--- config.mk ---
export PLATFORM = sky130hd
export DESIGN_NAME = plv_port_lookup_ctrl
export DESIGN_NICKNAME = d
export VERILOG_FILES = /design/src/design/plv_pkg.sv /design/src/design/plv_port_lookup_ctrl.sv
export SDC_FILE = /design/constraint.sdc
export NUM_CORES = 1
export LEC_CHECK = 0
export BUFFER_PORTS_ARGS = -buffer_cell sky130_fd_sc_hd__clkbuf_2
export CORE_MARGIN = 2
export CORE_UTILIZATION = 58
export DETAILED_ROUTE_END_ITERATION = 6
export PLACE_DENSITY = 0.78
export SYNTH_ARGS = -nofsm -noshare
export SYNTH_HDL_FRONTEND = slang
export SYNTH_SLANG_ARGS = --single-unit
--- constraint.sdc ---
create_clock -name clk -period 8.95 [get_ports clk]
set_input_delay 0.4475 -clock clk [delete_from_list [all_inputs] [get_ports clk]]
set_output_delay 0.4475 -clock clk [all_outputs]
set_load 0.01 [all_outputs]
--- src/design/plv_pkg.sv ---
// plv_pkg: constants shared by the per-port lookup, vlan and spanning-tree control bank
// assumes a 16-bit register address whose top nibble carries the port number 1..6
package plv_pkg;

  // ****************************************
  // geometry
  // ****************************************
  localparam int PLV_NUM_PORTS = 6;
  localparam int PLV_NUM_INST = 8;
  localparam int PLV_AW = 16;
  localparam int PLV_DW = 8;
  localparam int PLV_VID_W = 12;

  // ****************************************
  // register offsets within a port page (low 12 bits of the address)
  // ****************************************
  localparam logic [11:0] PLV_OFF_LOOKUP_CTRL = 12'hB00;
  localparam logic [11:0] PLV_OFF_INST_PTR = 12'hB01;
  localparam logic [11:0] PLV_OFF_INST_STATE = 12'hB04;
  localparam logic [3:0] PLV_PORT_FIRST = 4'h1;
  localparam logic [3:0] PLV_PORT_LAST = 4'h6;

  // ****************************************
  // port_lookup_control fields
  // ****************************************
  localparam int PLV_CTL_NULL_VID = 7;
  localparam int PLV_CTL_INGR_FILT = 6;
  localparam int PLV_CTL_DROP_NON_PVID = 5;
  localparam int PLV_CTL_MAC_AUTH = 4;
  localparam int PLV_CTL_SA_FILT = 3;
  localparam logic [7:0] PLV_CTL_WMASK = 8'hFA; // bits 2 and 0 are read-only zero
  localparam logic [7:0] PLV_CTL_RESET = 8'h00;

  // ****************************************
  // port_stp_instance_pointer fields
  // ****************************************
  localparam int PLV_PTR_LSB = 0;
  localparam int PLV_PTR_W = 3;
  localparam logic [7:0] PLV_PTR_RESET = 8'h00;

  // ****************************************
  // port_stp_instance_state fields
  // ****************************************
  localparam int PLV_ST_TX_EN = 2;
  localparam int PLV_ST_RX_EN = 1;
  localparam int PLV_ST_LEARN_DIS = 0;
  localparam int PLV_ST_W = 3;
  localparam logic [2:0] PLV_ST_RESET = 3'h6; // tx on, rx on, learning on

  // answer on an unmapped address
  localparam logic [7:0] PLV_RD_UNMAPPED = 8'h00;

endpackage

--- src/design/plv_port_lookup_ctrl.sv ---
// plv_port_lookup_ctrl: per-port lookup control, vlan ingress checks and spanning-tree state
// assumes all inputs come from logic on clk; the vlan membership and default vid of the
// receiving port are supplied by the lookup engine beside each request
//
// Added by the designer: the placing of the registers and the plain strobed port.
`timescale 1ns/100ps

module plv_port_lookup_ctrl
  import plv_pkg::*;
(
  input wire logic clk,
  input wire logic sys_rst,
  // register port
  input wire logic [PLV_AW-1:0] reg_addr,
  input wire logic [PLV_DW-1:0] reg_wdata,
  input wire logic reg_wr,
  input wire logic reg_rd,
  output logic [PLV_DW-1:0] reg_rdata,
  // global settings held elsewhere in the switch
  input wire logic sa_filter_global_en,
  input wire logic [47:0] switch_mac,
  // lookup request, one cycle
  input wire logic lk_start,
  input wire logic [2:0] lk_port,
  input wire logic [2:0] lk_inst,
  input wire logic lk_tagged,
  input wire logic [PLV_VID_W-1:0] lk_vid,
  input wire logic [PLV_VID_W-1:0] lk_pvid,
  input wire logic [PLV_NUM_PORTS-1:0] lk_vlan_member,
  input wire logic [47:0] lk_sa,
  // lookup answer, one cycle after the request
  output logic lk_done,
  output logic [PLV_VID_W-1:0] lk_table_vid,
  output logic lk_discard,
  output logic lk_mac_auth_en,
  output logic lk_learn_dis,
  // egress transmit gates for the instance named on eg_inst
  input wire logic [2:0] eg_inst,
  output logic [PLV_NUM_PORTS-1:0] port_tx_en
);

  // ****************************************
  // storage and decode
  // ****************************************
  logic [PLV_DW-1:0] lookup_ctrl [PLV_NUM_PORTS];
  logic [PLV_DW-1:0] inst_ptr [PLV_NUM_PORTS];
  logic [PLV_ST_W-1:0] inst_state [PLV_NUM_PORTS][PLV_NUM_INST];
  logic port_hit;
  logic [2:0] port_sel;
  logic [PLV_PTR_W-1:0] sel_inst;

  // port page from the top nibble; pages 1..6 map to index 0..5
  function automatic logic [2:0] plv_port_index(input logic [PLV_AW-1:0] addr);
    logic [3:0] nib;
    nib = addr[PLV_AW-1 -: 4];
    return 3'(nib - PLV_PORT_FIRST);
  endfunction

  function automatic logic plv_port_valid(input logic [PLV_AW-1:0] addr);
    logic [3:0] nib;
    nib = addr[PLV_AW-1 -: 4];
    return (nib >= PLV_PORT_FIRST) && (nib <= PLV_PORT_LAST);
  endfunction

  assign port_hit = plv_port_valid(reg_addr);
  assign port_sel = plv_port_index(reg_addr);
  assign sel_inst = inst_ptr[port_sel][PLV_PTR_LSB +: PLV_PTR_W];

  // ****************************************
  // register writes
  // ****************************************
  // control byte; bits 2 and 0 never store, so they read back zero
  always_ff @(posedge clk or posedge sys_rst) begin
    if (sys_rst) begin
      for (int p = 0; p < PLV_NUM_PORTS; p++) begin
        lookup_ctrl[p] <= PLV_CTL_RESET;
      end
    end else if (reg_wr && port_hit && reg_addr[11:0] == PLV_OFF_LOOKUP_CTRL) begin
      lookup_ctrl[port_sel] <= reg_wdata & PLV_CTL_WMASK;
    end
  end

  // pointer byte; upper bits are plain storage, low three pick the instance
  always_ff @(posedge clk or posedge sys_rst) begin
    if (sys_rst) begin
      for (int p = 0; p < PLV_NUM_PORTS; p++) begin
        inst_ptr[p] <= PLV_PTR_RESET;
      end
    end else if (reg_wr && port_hit && reg_addr[11:0] == PLV_OFF_INST_PTR) begin
      inst_ptr[port_sel] <= reg_wdata;
    end
  end

  // per-instance state; only the instance named by the pointer is touched
  always_ff @(posedge clk or posedge sys_rst) begin
    if (sys_rst) begin
      for (int p = 0; p < PLV_NUM_PORTS; p++) begin
        for (int i = 0; i < PLV_NUM_INST; i++) begin
          inst_state[p][i] <= PLV_ST_RESET;
        end
      end
    end else if (reg_wr && port_hit && reg_addr[11:0] == PLV_OFF_INST_STATE) begin
      inst_state[port_sel][sel_inst] <= reg_wdata[PLV_ST_W-1:0];
    end
  end

  // ****************************************
  // register reads
  // ****************************************
  // data stand only in the cycle after the strobe; unmapped reads answer zero
  always_ff @(posedge clk or posedge sys_rst) begin
    if (sys_rst) begin
      reg_rdata <= 8'h00;
    end else if (reg_rd && port_hit) begin
      unique case (reg_addr[11:0])
        PLV_OFF_LOOKUP_CTRL: reg_rdata <= lookup_ctrl[port_sel];
        PLV_OFF_INST_PTR: reg_rdata <= inst_ptr[port_sel];
        PLV_OFF_INST_STATE: reg_rdata <= {5'h00, inst_state[port_sel][sel_inst]};
        default: reg_rdata <= PLV_RD_UNMAPPED;
      endcase
    end else begin
      reg_rdata <= 8'h00;
    end
  end

  // ****************************************
  // lookup decision
  // ****************************************
  // settings are sampled when the request arrives: a write in that same cycle lands at the
  // edge and only affects later requests, so a frame never sees a half-applied setting
  logic [7:0] req_ctrl;
  logic [2:0] req_state;
  logic [PLV_VID_W-1:0] next_table_vid;
  logic next_discard;
  logic sa_filter_on;
  logic vlan_miss;
  logic pvid_miss;
  logic self_hit;

  // a port index above five has no registers behind it; the engine never sends one
  always_comb begin
    req_ctrl = lookup_ctrl[lk_port];
    req_state = inst_state[lk_port][lk_inst];
    // vid zero on a tagged frame keeps zero only in non-standard mode
    if (lk_tagged && lk_vid != '0) begin
      next_table_vid = lk_vid;
    end else if (lk_tagged && req_ctrl[PLV_CTL_NULL_VID]) begin
      next_table_vid = '0;
    end else begin
      next_table_vid = lk_pvid;
    end
    vlan_miss = req_ctrl[PLV_CTL_INGR_FILT] && !lk_vlan_member[lk_port];
    pvid_miss = req_ctrl[PLV_CTL_DROP_NON_PVID] && lk_tagged && lk_vid != lk_pvid;
    sa_filter_on = req_ctrl[PLV_CTL_SA_FILT] && sa_filter_global_en;
    self_hit = sa_filter_on && lk_sa == switch_mac;
    next_discard = vlan_miss || pvid_miss || self_hit || !req_state[PLV_ST_RX_EN];
  end

  // answer registers, one cycle after the request
  always_ff @(posedge clk or posedge sys_rst) begin
    if (sys_rst) begin
      lk_done <= 1'b0;
      lk_table_vid <= '0;
      lk_discard <= 1'b0;
      lk_mac_auth_en <= 1'b0;
      lk_learn_dis <= 1'b0;
    end else begin
      lk_done <= lk_start;
      if (lk_start) begin
        lk_table_vid <= next_table_vid;
        lk_discard <= next_discard;
        lk_mac_auth_en <= req_ctrl[PLV_CTL_MAC_AUTH];
        lk_learn_dis <= req_state[PLV_ST_LEARN_DIS];
      end
    end
  end

  // egress gates for all ports at the requested instance
  // a wide read of every port, traded for gates that trail eg_inst by exactly one cycle
  always_ff @(posedge clk or posedge sys_rst) begin
    if (sys_rst) begin
      port_tx_en <= '0;
    end else begin
      for (int p = 0; p < PLV_NUM_PORTS; p++) begin
        port_tx_en[p] <= inst_state[p][eg_inst][PLV_ST_TX_EN];
      end
    end
  end

  logic ptr_hit_q;

  // a state read in the previous cycle, so its data stand now for the reserved-bit check
  // the checks watch registers, so each fires one edge after its cause
  always_ff @(posedge clk or posedge sys_rst) begin
    if (sys_rst) begin
      ptr_hit_q <= 1'b0;
    end else begin
      ptr_hit_q <= reg_rd && port_hit && reg_addr[11:0] == PLV_OFF_INST_STATE;
    end
  end
endmodule

Yosys cells after proc, flatten, opt, wreduce, memory -nomap -nowiden
Index checks and enable logic that the tools add are counted.
{ "word_totals": {"elab_cells": 163, "regBits": 270, "mem_bits_ro": 0, "mem_count": 0, "latchBits": 0, "output_inout_bits": 30, "ramBits": 0} }
{ "classes": {"n_eq_ne": 5, "magnitude_cmp": 10, "div_mod_pow": 0, "n_mul": 0, "n_reduce_logical": 21, "bitwise_logic": 5, "addsub": 1, "muxes": 54, "n_shift": 0} }
{ "ops": {"columns": ["cell", "n"], "rows": [
  ["binary-select mux 24 bit (select 3 bit)", 2],
  ["bitwise mux 144 bit", 1],
  ["two-way mux 24 bit", 5],
  ["bitwise mux 48 bit", 2],
  ["binary-select mux 3 bit (select 3 bit)", 8],
  ["binary-select mux 8 bit (select 3 bit)", 3],
  ["demux 24 bit (select 3 bit)", 1],
  ["two-way mux 8 bit", 8],
  ["equality test 48 bit", 1],
  ["two-way mux 3 bit", 15],
  ["equality test 12 bit, second input constant", 3],
  ["demux 8 bit (select 3 bit)", 1],
  ["two-way mux 12 bit", 2],
  ["case mux 8 bit (3 select lines)", 1],
  [">= comparator 4 bit, second input constant", 5],
  ["inverter 3 -> 4 bit", 5],
  ["logical AND 1 bit", 15],
  ["inequality test 12 bit", 1],
  ["nonzero test 12 bit", 1],
  ["demux 3 bit (select 3 bit)", 1],
  ["< comparator 4 x 1 -> 1 bit, second input constant", 2],
  [">= comparator 4 x 1 -> 1 bit, second input constant", 1],
  ["<= comparator 4 x 3 -> 1 bit, second input constant", 1],
  ["< comparator 3 x 4 -> 1 bit, second input constant", 1],
  ["6 further kinds", 10]
]} }

Logic depth before layout (Yosys ltp)
Gate-level depths: netlist (run 1).
{ "depth": {"depth_word": 13, "mapped_depth": 17, "depth_no_buf": 10} }

Least setup slack after synthesis (run 1)
OpenSTA, ideal clock, no wires.
{ "synth_timing": {"path_kind": "input port to flip-flop", "start": "input reg_addr[12]", "end": "register reg_rdata[1]", "path_slack_ps": 5076, "path_buffers": 5, "path_stages": 15, "arrival_ps": 3728, "setup_ps": 147, "path_cell_list": "buf_6 > buf_4 > buf_2 > clkinv_1 > clkbuf_1 > ha_1 > xor2_1 > and2_1 > buf_2 > a221oi_4 > mux4_2 > or3b_1 > o221a_2 > o21ai_1 > a31oi_1"} }
{ "synth_via": {"elab_chain_len": 11, "elab_cells_between_ends": 21, "classes_between": "1 x add/sub; 2 x order compare; 14 x mux; 2 x bitwise; 2 x reduce/logical"} }
{ "synth_rtl": {"columns": ["item", "line_no", "source"], "rows": [
  ["from (decl)", "plv_port_lookup_ctrl.sv:14", "input wire logic [PLV_AW-1:0] reg_addr,"],
  ["subtractor 3 x 1 -> 3 bit", "plv_port_lookup_ctrl.sv:56", "return 3'(nib - PLV_PORT_FIRST);"],
  ["inverter 3 -> 4 bit (implied by the code)", null, null],
  ["binary-select mux 8 bit (select 3 bit)", "plv_port_lookup_ctrl.sv:67, plv_port_lookup_ctrl.sv:117", null],
  ["two-way mux 8 bit (implied by the code) (2 in series)", "plv_port_lookup_ctrl.sv:117", "PLV_OFF_INST_PTR: reg_rdata <= inst_ptr[port_sel];"],
  ["inverter 3 -> 4 bit (implied by the code)", "plv_port_lookup_ctrl.sv:118", "PLV_OFF_INST_STATE: reg_rdata <= {5'h00, inst_state[port_sel][sel_inst]};"],
  ["binary-select mux 3 bit (select 3 bit)", "plv_port_lookup_ctrl.sv:118", null],
  ["two-way mux 3 bit (implied by the code) (2 in series)", "plv_port_lookup_ctrl.sv:118", null],
  ["case mux 8 bit (3 select lines)", "plv_port_lookup_ctrl.sv:115", "unique case (reg_addr[11:0])"],
  ["two-way mux 8 bit *", "plv_port_lookup_ctrl.sv:114", "end else if (reg_rd && port_hit) begin"],
  ["to (signal assigned)", "plv_port_lookup_ctrl.sv:116", "PLV_OFF_LOOKUP_CTRL: reg_rdata <= lookup_ctrl[port_sel];"],
  ["to (signal assigned)", "plv_port_lookup_ctrl.sv:117", null],
  ["to (signal assigned)", "plv_port_lookup_ctrl.sv:118", null],
  ["to (decl)", "plv_port_lookup_ctrl.sv:18", "output logic [PLV_DW-1:0] reg_rdata,"]
]} }
Mark *: on every way between the ends. The rest lies on a longest branch, timed or not. The select of a mux whose other input is x is not followed.
A chain may end at the register's enable or synchronous reset.

Worst setup path in the final report (run 1)
{ "layout_timing": {"start": "input reg_addr[12]", "end": "register inst_state[36] in the netlist's numbering"} }
{ "layout_via": {"elab_chain_len": 13, "elab_cells_between_ends": 22, "classes_between": "1 x add/sub; 6 x order compare; 8 x mux; 2 x bitwise; 5 x reduce/logical"} }
{ "layout_rtl": {"columns": ["item", "line_no", "source"], "rows": [
  ["subtractor 3 x 1 -> 3 bit", "plv_port_lookup_ctrl.sv:56", null],
  ["inverter 3 -> 4 bit (implied by the code)", "plv_port_lookup_ctrl.sv:67, plv_port_lookup_ctrl.sv:103", null],
  ["binary-select mux 8 bit (select 3 bit)", "plv_port_lookup_ctrl.sv:67", "assign sel_inst = inst_ptr[port_sel][PLV_PTR_LSB +: PLV_PTR_W];"],
  ["two-way mux 8 bit (2 in series)", null, null],
  ["inverter 3 -> 4 bit (implied by the code)", "plv_port_lookup_ctrl.sv:103", "inst_state[port_sel][sel_inst] <= reg_wdata[PLV_ST_W-1:0];"],
  [">= comparator 4 bit (implied by the code) or < comparator 4 x 1 -> 1 bit (tied branches)", "plv_port_lookup_ctrl.sv:103", null],
  ["logical AND 1 bit (implied by the code)", "plv_port_lookup_ctrl.sv:103", null],
  ["two-way mux 3 bit (implied by the code)", "plv_port_lookup_ctrl.sv:103", null],
  ["demux 3 bit (select 3 bit)", "plv_port_lookup_ctrl.sv:103", null],
  ["two-way mux 24 bit (implied by the code)", "plv_port_lookup_ctrl.sv:103", null],
  ["demux 24 bit (select 3 bit)", "plv_port_lookup_ctrl.sv:103", null],
  ["bitwise mux 144 bit", "plv_port_lookup_ctrl.sv:103", null],
  ["to (signal, indexed assignment)", "plv_port_lookup_ctrl.sv:103", null],
  ["to (decl)", "plv_port_lookup_ctrl.sv:47", "logic [PLV_ST_W-1:0] inst_state [PLV_NUM_PORTS][PLV_NUM_INST];"]
]} }
Several ways; a longest one is shown, not always the timed one. The select of a mux whose other input is x is not followed.

==> results.ini, run 1 <==
[sta]
worstMarginPinSlew_ns = 1.30
rsz0062_at_grt = false
fin_setup_tns_ns = 0
slew_violations = 0
fmax_mhz = 194
fin_skew_ns = 0.0204
fin_ws_ns = 3.79
finalSetupViolations = 0
hold_viol_final = 0
post-route-period-util = 0.576
period_minus_slack_ns = 5.16
max_slew_margin = 0.135

[cells_and_area]
layout_commonest_cell = mux2_2
layout.cells.non_filler = 1628
final_area_mm2 = 0.0164
layout_common_cells = 240 x mux2_2, 194 x clkbuf_2, 162 x dfrtp_1, 96 x dfstp_2, 85 x nor2_1
syn2layout_area_growth_pct = 14.4
nNetsFinal = 1450
drive_gt1_frac = 0.517

[synth]
synth_adder_area_share = 0.00262
ys_ff_latch = 258
synth_top_area_cell = dfrtp_1
synth_xor_area_frac = 0.0336
avgSynthCellArea_um2 = 12.7
synth_nets = 1295
synthesis.area_mm2 = 0.0143
synth_top_family_by_area = multiplexers
ys_seq_area_frac = 0.459
synthArstFlopShare = 1.00
synth-edff-count = 0
synth-simple-area-share = 0.0738
synth_cell_types = 59
ys_top_cells_by_area = dfrtp_1 28%, mux2_2 19%, dfstp_2 18%, mux4_2 11%, mux2i_1 4.0%
synth.area.mux_share = 0.334
synthFlopType = dfrtp_1
synth_compound_gate_area_share = 0.0686
yosysWarningCount = 0
synthDominantCellAreaShare = 0.283
syn_inst = 1126

[worst_setup_path]
critPathArrivalTime_ns = 5.58
critPathSlowestCell = clkinv_1
cp_max_fo = 56
slowest_delay_ns = 0.85
crit_top_cell = buf_4
crit_chain = buf_4, clkinv_1, ha_2, xor2_4, buf_4, mux4_2, a21oi_1, nor2b_1, nand2_1, nor2_1, mux2_2
worstPathRequired_ns = 9.38
crit_path_start_kind = input pin
critical_path_class = input pin to register
cp-end-kind = register

[grt]
grt_overflow = 0
antenna_found_initial = 1
grt_max_degree = 124
first_global_vias = 10900
grt_usage = 0.314
grt_pass1_wl_mm = 62.9

[pwr]
p_leak_uw = 0.00723
vdd_drop_max_v = 0.000139
combinationalPowerShare = 0.095
power_switching_share = 0.246
intPower_uw = 1940
p_per_area_mw_per_mm2 = 157
p_seq_frac = 0.458
power.share.clock = 0.447
p_switching_uw = 634

[die]
initial_core_util = 0.589
die_w_um = 161
core_area_mm2 = 0.0243
rows = 57
ios = 196
die_y_um = 161
die_area_mm2 = 0.0260

[clocking]
cts.sink_count = 258
cts_inserted_buffers = 28
postCtsHoldBufs = 0
htree_levels = 1
cts_root_buffer = clkbuf_16
clk_latency_ns = 0.55
cts_tree = done
postCtsResizedCells = 0
clkTransAtPathRegs_ns = 0.06
cts_setup_buffers = 0
ctsLongestPathBuffers = 3

[run_status]
status = complete, no violations

[job]
drv_cap = 0

[place]
gp_congestion = 0.927
numPortBuffers = 195
dp_slack_ns = 3.43
postPlaceCellArea_mm2 = 0.0155
place_hpwl_mm = 28.5
dp.cells = 1575

[routing]
drt-total-wl_mm = 40.6
drc = 0
avgViaCountPerCell = 6.49
ant_nets = 0
wl_per_cell_um = 24.9
drt-initial-drc-count = 1022
vias = 10600
dr.pass1.iters = 5

[worst_hold_path]
hold_path_class = input pin to asynchronous set/reset pin

==> registers in the layout, summed over array words and instances (netlist names) <==
register        flops
port_tx_en          6
lk_table_vid       12
lookup_ctrl        36
inst_ptr           48
lk_discard          1
reg_rdata           8
lk_mac_auth_en      1
lk_done             1
lk_learn_dis        1
inst_state        144
==> cell families (layout without fill, tap and decap cells) <==
logic type | count (synthesis) | in the layout
other | 0 | 1
AND/OR/NAND/NOR | 210 | 210
buffers and inverters | 94 | 271
flip-flops | 258 | 258
XOR/XNOR | 55 | 55
adder cells (fa/ha/maj) | 3 | 3
AO/OA/AOI/OAI | 142 | 142
multiplexers | 364 | 364
==> per-layer routing <==
metal / routed length [µm] / global-route usage / part of all wire / up-vias
met5: 0 / 0 / 0 / -
met4: 2400 / 0.157 / 0.059 / 0
met3: 3400 / 0.0591 / 0.084 / 130
met2: 19500 / 0.525 / 0.48 / 577
met1: 15200 / 0.396 / 0.38 / 5314
li1: - / - / - / 4543
==> path summary, 6_finish.rpt <==
check                           depth (start not counted)         start              end  slack [ns]
max in group asynchronous                               3       sys_rst     lk_learn_dis        7.38
worst min-delay path                                    2       sys_rst  inst_state[111]        0.06
min in group clk                                        3    lk_pvid[2]  lk_table_vid[2]        0.24
worst min register to register                          1  inst_ptr[22]     inst_ptr[22]        0.50
worst max register to register                          6  inst_ptr[10]   inst_state[36]        5.86
worst max-delay path                                   11  reg_addr[12]   inst_state[36]        3.79
==> power groups by stage <==
stage	clock [µW]	sequential [µW]	combinational [µW]
6_report	1150	1180	245
4_1_cts	1160	1180	244
2_1_floorplan	0	1200	143
3_3_place_gp	0	1200	240
3_5_place_dp	0	1200	243
5_1_grt	1210	1180	264
==> cells in the mapped netlist, types with 17 or more instances <==
library cell	number
mux2_2	240
nand2_1	32
dfrtp_1	162
clkbuf_1	44
dfstp_2	96
xnor2_1	40
nor2_1	85
o21ai_0	17
nand4_1	18
a21oi_1	36
mux4_2	67
mux2i_1	57
==> worst max-delay path, delay by kind of cell <==
| family | cells | cell delay, ns |
|---|---|---|
| AO/OA/AOI/OAI | 1 | 0.70 |
| XOR/XNOR | 1 | 0.16 |
| adder cells (fa/ha/maj) | 1 | 0.54 |
| buffers and inverters | 3 | 1.91 |
| multiplexers | 2 | 0.75 |
| AND/OR/NAND/NOR | 3 | 1.05 |
==> final cells by class <==
cell class                      instances  area, µm²
Fill cell                            1788       7940
Sequential cell                       258       6580
Multi-Input combinational cell        774       7370
Timing Repair Buffer                  206       1060
Clock inverter                         10        109
Antenna cell                            1       2.50
Inverter                               13       56.3
Tap cell                              324        405
Clock buffer                           42        805
==> per-stage QoR <==
| step | utilization | power [µW] | hold slack (ns) |
|---|---|---|---|
| after floorplan | - | 1340 | 0.471 |
| after global routing | 0.674 | 2660 | 0.147 |
| after detailed placement | 0.636 | 1440 | 0.493 |
| after global placement | 0.636 | 1440 | 0.483 |
| after CTS | 0.674 | 2580 | 0.110 |
| final | 0.674 | 2570 | 0.0599 |
No activity file was read; power rests on OpenSTA's default activity.
==> inputs of run 2 (changes only) <==
--- a/config.mk
+++ b/config.mk
@@ -5,11 +5,12 @@
 export SDC_FILE = /design/constraint.sdc
 export NUM_CORES = 1
 export LEC_CHECK = 0
+export ABC_AREA = 1
 export BUFFER_PORTS_ARGS = -buffer_cell sky130_fd_sc_hd__clkbuf_2
 export CORE_MARGIN = 2
-export CORE_UTILIZATION = 58
+export CORE_UTILIZATION = 59
 export DETAILED_ROUTE_END_ITERATION = 6
-export PLACE_DENSITY = 0.78
+export PLACE_DENSITY = 0.79
 export SYNTH_ARGS = -nofsm -noshare
 export SYNTH_HDL_FRONTEND = slang
 export SYNTH_SLANG_ARGS = --single-unit
==> constraint.sdc (replaced) <==
create_clock -name clk -period 5 [get_ports clk]
set_input_delay 0.25 -clock clk [delete_from_list [all_inputs] [get_ports clk]]
set_output_delay 0.25 -clock clk [all_outputs]
set_load 0.01 [all_outputs]
==> run 2 against run 1 <==
Net effect:
- critical path depth decreased by 2
- non-clock buffer count increased by 22
- cell count increased by 56%
- area after synthesis increased by 2.0%
- final area increased by 2.7%
- worst hold slack got worse by 0.056 ns
- die area increased by 0.26%
==> results.ini, run 2 <==
[pwr]
p_leak_uw = 0.00776  ; +7.4%
power_switching_share = 0.261  ; +0.0142
p_per_area_mw_per_mm2 = 287  ; +83%
intPower_uw = 3570  ; +84%
p_seq_frac = 0.439  ; -0.019
finalPower_uw = 4840  ; +88%
p_switching_uw = 1260  ; +99%
combinationalPowerShare = 0.113  ; +0.018
power.share.clock = 0.449  ; +0.002
vdd_drop_max_v = 0.000303  ; +120%

[die]
core_area_mm2 = 0.0243  ; unchanged
die_w_um = 161  ; +0.13%
die_y_um = 161  ; +0.13%
initial_core_util = 0.601  ; +0.0118
rows = 57  ; unchanged
die_area_mm2 = 0.0260  ; +0.26%
ios = 196  ; unchanged

[worst_setup_path]
critPathArrivalTime_ns = 3.83  ; -1.75 ns
critPathSlowestCell = nor3_4
crit_top_cell = nand2_1
cp-end-kind = register
r2r_start = inst_ptr[24]
r2r-end = inst_state[75]
worst_r2r_path_depth = 8  ; +2
crit_path_start_kind = input pin
cp_max_fo = 16  ; -71%
worst-r2r-setup-slack_ns = 2.64  ; -3.22 ns
path_delay_family = simple AND/OR/NAND/NOR gates
slowest_delay_ns = 0.75  ; -0.10 ns
worstPathRequired_ns = 5.46  ; -3.92 ns
crit_chain = buf_4, inv_2, ha_1, inv_1, nor2_2, nand2_1, nor3_4, nand2_1, o21ai_0
critical_path_class = input pin to register
critical_path_buf_inv_count = 3  ; unchanged

[synth]
ys_top_cells_by_area = dfrtp_1 28%, nand2_1 20%, dfstp_2 17%, o21ai_0 11%, nand3_1 4.2%
ys_seq_area_frac = 0.450  ; -0.00900
synth_top_area_cell = dfrtp_1
ys_ff_latch = 258  ; unchanged
synth-edff-count = 0  ; unchanged
syn_inst = 2046  ; +82%
yosysMostFrequentCell = nand2_1
synthDominantCellAreaShare = 0.277  ; -0.00555
synthArstFlopShare = 1.00  ; unchanged
synth_cell_types = 40  ; -32%
synth_nets = 2215  ; +71%
synthesis.area_mm2 = 0.0146  ; +2.0%
netlist_top_cells_count = 791 x nand2_1, 332 x o21ai_0, 162 x dfrtp_1
avgSynthCellArea_um2 = 7.14  ; -44%
yosysWarningCount = 0  ; unchanged
synthFlopType = dfrtp_1

[cells_and_area]
largest_register_ff_count = 144  ; unchanged
nNetsFinal = 2370  ; +63%
ff_latch_area_mm2 = 0.00658  ; unchanged
finish.utilization = 0.692  ; +0.0180
final_area_mm2 = 0.0168  ; +2.7%
multiInputGateArea_mm2 = 0.00718  ; -2.6%
layout_common_cells = 791 x nand2_1, 332 x o21ai_0, 194 x clkbuf_2, 162 x dfrtp_1, 123 x nand3_1
top_regs = inst_state: 144 flops, inst_ptr: 48 flops, lookup_ctrl: 36 flops
top_register = inst_state
layout.cells.non_filler = 2547  ; +56%
antennaDiodeCount = 0  ; -1
syn2layout_area_growth_pct = 15.1
drive_gt1_frac = 0.178  ; -0.340
layout_commonest_cell = nand2_1
nFillCells = 2092  ; +17%

[clocking]
cts_inserted_buffers = 28  ; unchanged
cts_root_buffer = clkbuf_16
cts.sink_count = 258  ; unchanged
cts_setup_buffers = 0  ; unchanged
clkTransAtPathRegs_ns = 0.06  ; about the same
ctsLongestPathBuffers = 3  ; unchanged
htree_levels = 1  ; unchanged
cts_tree = done
clk_latency_ns = 0.55  ; about the same

[job]
drv_cap = 0  ; unchanged

[sta]
slew_violations = 0  ; unchanged
fmax_mhz = 296
hold_viol_final = 0  ; unchanged
worstMarginPinSlew_ns = 1.11  ; -0.183 ns
post-route-period-util = 0.675
finalSetupViolations = 0  ; unchanged
max_slew_margin = 0.257  ; +0.122
fin_setup_tns_ns = 0  ; unchanged
fin_skew_ns = 0.0148  ; -0.00556 ns
period_minus_slack_ns = 3.37
rsz0062_at_grt = false

[routing]
ant_nets = 0  ; unchanged
vias = 15000  ; +42%
drt-initial-drc-count = 1562  ; +53%
avgViaCountPerCell = 5.87  ; -9.5%
wl_per_cell_um = 18.8  ; -24%
drc = 0  ; unchanged
drt-total-wl_mm = 48.0  ; +18%
dr.pass1.iters = 6  ; +1

[grt]
grt_usage = 0.366  ; +0.0517
grt_pass1_wl_mm = 75.4  ; +20%
antenna_found_initial = 0  ; -1
first_global_vias = 13900  ; +28%
grt_max_degree = 115  ; -7.3%
grt_overflow = 0  ; unchanged

[worst_hold_path]
worstHoldStart = lk_vid[0]
whs_path_depth = 3
hold_path_class = input pin to register
worstHoldEndpoint = lk_table_vid[0]

[run_status]
status = complete, no violations

[place]
gp_congestion = 0.947  ; +2.1%
numPortBuffers = 195  ; unchanged
postPlaceCellArea_mm2 = 0.0157  ; +1.3%
place_hpwl_mm = 32.4  ; +13%
dp.cells = 2476  ; +57%

[run 2: repair_timing]
item / in CTS / in global routing
hold buffers: 19 / 0
endpoints found under the hold margin: 78 / 0
gates resized for setup: 0 / 0
[run 2: cell families (layout without fill, tap and decap cells)]
group	count (synthesis)	after routing	share of synthesized area
compound gates	456	456	0.165
simple gates	1093	1093	0.310
xor+xnor	23	23	0.0138
buf+inv	213	390	0.0588
flops	258	258	0.450
fa+ha+maj	3	3	0.00257
[run 2: worst max path at each step]
stage | startpoint | endpoint | slack (ns) | cells after the start
final | reg_addr[12] | inst_state[119] | 1.63 | 9
after global routing | reg_addr[12] | inst_state[126] | 1.53 | 10
after CTS | reg_addr[12] | inst_state[138] | 1.81 | 10
after detailed placement | reg_addr[12] | inst_state[138] | 1.24 | 10
after global placement | reg_addr[12] | inst_state[105] | 1.44 | 10
after floorplan | sys_rst | inst_ptr[0] | 1.43 | 1
[run 2: final cells by class]
type	count	area share
multi-input cells	1575	0.427
repair buffers	228	0.0765
clock buffers	36	0.0459
flip-flops and latches	258	0.391
inverters	110	0.0248
well taps	324	0.0241
clock inverters	16	0.0112
[run 2: power groups by stage]
stage / sequential, µW / combinational [µW] / clock (µW)
3_5_place_dp: 2160 / 513 / 0
4_1_cts: 2120 / 532 / 2180
6_report: 2120 / 545 / 2170
5_1_grt: 2120 / 587 / 2270
2_1_floorplan: 2160 / 288 / 0
3_3_place_gp: 2150 / 508 / 0
[run 2: routing by layer]
metal / wire, µm / global-route usage
met5: 0 / 0
met3: 5790 / 0.0770
met2: 22100 / 0.591
met4: 1440 / 0.112
met1: 18700 / 0.500
[run 2: metrics by stage]
stage / worst slack, ns / hold WS (ns)
3_5_place_dp: 1.24 / 0.453
4_1_cts: 1.81 / 0.000126
3_3_place_gp: 1.44 / 0.442
5_1_grt: 1.53 / 0.0130
6_report: 1.63 / 0.00352
2_1_floorplan: 1.43 / 0.281
[run 2: worst register-to-register path: stages, from the launching register on]
cell     delay (ns)
dfrtp_1        0.39
nand2_1        0.07
nand2_1        0.12
nand3_1        0.15
nand3_2        0.40
nor2_1         0.62
nand2_1        0.27
nand2_1        0.13
o21ai_0        0.08
==> inputs of run 3 (changes only) <==
--- a/config.mk
+++ b/config.mk
@@ -8,9 +8,9 @@
 export ABC_AREA = 1
 export BUFFER_PORTS_ARGS = -buffer_cell sky130_fd_sc_hd__clkbuf_2
 export CORE_MARGIN = 2
-export CORE_UTILIZATION = 59
+export CORE_UTILIZATION = 53
 export DETAILED_ROUTE_END_ITERATION = 6
-export PLACE_DENSITY = 0.79
+export PLACE_DENSITY = 0.75
 export SYNTH_ARGS = -nofsm -noshare
 export SYNTH_HDL_FRONTEND = slang
 export SYNTH_SLANG_ARGS = --single-unit
==> constraint.sdc (replaced) <==
create_clock -name clk -period 2.9 [get_ports clk]
set_input_delay 0.145 -clock clk [delete_from_list [all_inputs] [get_ports clk]]
set_output_delay 0.145 -clock clk [all_outputs]
set_load 0.01 [all_outputs]
==> run 3 against run 2 <==
Net effect:
- critical path depth increased by 1
- critical path type unchanged
- flip-flop and latch count is the same
- largest power group is now sequential cells
- clock skew is 0.0031 ns lower
==> results.ini, run 3 (synthesis gave the netlist of run 2 again) <==
[run_status]
status = complete, no violations

[sta]
hold_viol_final = 0  ; unchanged
worstMarginPinSlew_ns = 1.11  ; -0.00600 ns
post-route-period-util = 0.894
rsz0062_at_grt = false
period_minus_slack_ns = 2.59
fmax_mhz = 386
fin_skew_ns = 0.0117  ; -0.00310 ns
slew_violations = 0  ; unchanged
max_slew_margin = 0.261  ; +0.00400
finalSetupViolations = 0  ; unchanged

[worst_setup_path]
worstPathRequired_ns = 3.31  ; -2.15 ns
r2r_start = lookup_ctrl[39]
critPathArrivalTime_ns = 3.01  ; -0.82 ns
slowest_delay_ns = 0.60  ; -0.15 ns
worst-r2r-setup-slack_ns = 0.71  ; -1.93 ns
critical_path_class = input pin to register
crit_chain = dlygate4sd3_1, clkbuf_2, inv_1, nor2_1, o21ai_0, o21ai_0, nand2_1, nand3_1, a31oi_1, dlygate4sd3_1
r2r-end = lk_table_vid[2]
cp_max_fo = 12  ; -4
crit_path_start_kind = input pin
critPathSlowestCell = dlygate4sd3_1
cp-end-kind = register
worst_r2r_path_depth = 8  ; unchanged

[worst_hold_path]
worstHoldEndpoint = reg_rdata[1]
hold_path_class = input pin to register
worstHoldStart = reg_addr[3]
whs_path_depth = 4  ; +1

[routing]
drc = 0  ; unchanged
drt-initial-drc-count = 1571  ; +0.58%
wl_per_cell_um = 18.4  ; -2.4%
ant_nets = 0  ; unchanged
drt-total-wl_mm = 47.9  ; -0.22%
avgViaCountPerCell = 5.74  ; -2.2%
vias = 15000  ; -0.0067%
dr.pass1.iters = 6  ; unchanged

[clocking]
htree_levels = 1  ; unchanged
cts_setup_buffers = 0  ; unchanged
ctsLongestPathBuffers = 3  ; unchanged
clkTransAtPathRegs_ns = 0.06  ; about the same
cts_inserted_buffers = 27  ; -3.6%
cts.sink_count = 258  ; unchanged
clk_latency_ns = 0.54  ; about the same
cts_tree = done
cts_root_buffer = clkbuf_16

[die]
initial_core_util = 0.541  ; -0.0602
die_w_um = 170  ; +5.4%
die_y_um = 170  ; +5.4%
core_area_mm2 = 0.0270  ; +11%
die_area_mm2 = 0.0289  ; +11%
ios = 196  ; unchanged
rows = 60  ; +5.3%

[grt]
antenna_found_initial = 1  ; +1
grt_overflow = 0  ; unchanged
busiest_layer = met2
use_met3 = 0.0558  ; -0.0212
grt_usage = 0.327  ; -0.0394
first_global_vias = 13800  ; -0.68%
grt_util_met2 = 0.520  ; -0.0715
grt_max_degree = 106  ; -7.8%
grt_pass1_wl_mm = 74.0  ; -1.9%
grt_use_met1 = 0.447  ; -0.0538

[pwr]
vdd_drop_max_v = 0.000404  ; +33%
p_leak_uw = 0.00792  ; +2.0%
p_seq_frac = 0.456  ; +0.017
intPower_uw = 5880  ; +64%
power_switching_share = 0.267  ; +0.00676
p_switching_uw = 2140  ; +70%
combinationalPowerShare = 0.122  ; +0.009
power.share.clock = 0.422  ; -0.027
p_per_area_mw_per_mm2 = 469  ; +63%

[cells_and_area]
layout_commonest_cell = nand2_1
layout_common_cells = 791 x nand2_1, 332 x o21ai_0, 194 x clkbuf_2, 162 x dfrtp_1, 123 x nand3_1
largest_register_ff_count = 144  ; unchanged
finish.utilization = 0.633  ; -0.0586
multiInputGateArea_mm2 = 0.00718  ; unchanged
ff_latch_area_mm2 = 0.00658  ; unchanged
syn2layout_area_growth_pct = 17.1
nNetsFinal = 2412  ; +1.8%
drive_gt1_frac = 0.187  ; +0.00931
top_register = inst_state
top_regs = inst_state: 144 flops, inst_ptr: 48 flops, lookup_ctrl: 36 flops
nFillCells = 2404  ; +15%
final_area_mm2 = 0.0171  ; +1.7%

[place]
numPortBuffers = 195  ; unchanged
place_hpwl_mm = 33.0  ; +2.0%
postPlaceCellArea_mm2 = 0.0160  ; +2.1%
gp_congestion = 0.976  ; +3.1%

[job]
drv_cap = 0  ; unchanged

run 3: cell count changes in the layout (fill, tap and decap cells not counted), moves of 2 or more:
cell,delta
buf_4,+32
dlygate4sd3_1,+8
clkinv_2,-5
buf_12,+3
bufinv_16,-3
clkbuf_1,+3
clkbuf_16,-2
clkbuf_8,+2
run 3: power by group through the flow:
stage	Combinational [µW]	Clock (µW)	Sequential (µW)
after floorplan	496	0	3730
after global placement	910	0	3710
final	982	3390	3650
after CTS	961	3400	3650
after detailed placement	916	0	3710
after global routing	1060	3540	3660
run 3: critical path, delay by kind of cell:
| kind | cells | cell delay, ns |
|---|---|---|
| and+or+nand+nor | 3 | 0.94 |
| AOI/OAI and AO/OA | 3 | 0.47 |
| buffers and inverters | 4 | 1.43 |
run 3: how the worst max path moves through the flow:
stage	start	end	slack, ns	cells past startpoint
6_report	lk_port[2]	lk_table_vid[2]	0.31	10
5_1_grt	lk_port[2]	lk_table_vid[2]	0.20	10
4_1_cts	lk_port[2]	lk_table_vid[2]	0.46	10
3_5_place_dp	reg_addr[12]	inst_state[110]	0.31	12
3_3_place_gp	reg_addr[12]	inst_state[105]	0.39	13
2_1_floorplan	sys_rst	inst_ptr[0]	-0.57	1
run 3: timing repair:
action                                 4_1_cts  5_1_grt
hold buffers                                27        0
resized for setup                            0        0
endpoints found under the hold margin       33        0
run 3: routing by layer:
layer | up-vias | wire length (µm) | share of wire
met4 | 0 | 1820 | 0.038
li1 | 7074 | - | -
met5 | - | 0 | 0
met1 | 6916 | 19600 | 0.41
met2 | 833 | 21600 | 0.45
met3 | 133 | 4860 | 0.10
run 3: area by class of cell:
class	count	share of cell area
diodes	1	0.000146
flip-flops and latches	258	0.384
well taps	341	0.0249
multi-input cells	1575	0.419
clock buffers	39	0.0445
inverters	110	0.0244
repair buffers	271	0.0974
clock inverters	9	0.00483
run 3: stage by stage:
stage	worst slack [ns]	total power, µW	TNS, ns	cells	hold slack (ns)
after floorplan	-0.566	4220	-91.73	2046	0.176
after global placement	0.391	4620	0	2528	0.207
after detailed placement	0.312	4630	0	2528	0.209
after CTS	0.457	8020	0	2603	0.0162
after global routing	0.201	8260	0	2604	0.0534
final	0.309	8020	0	2604	0.0543
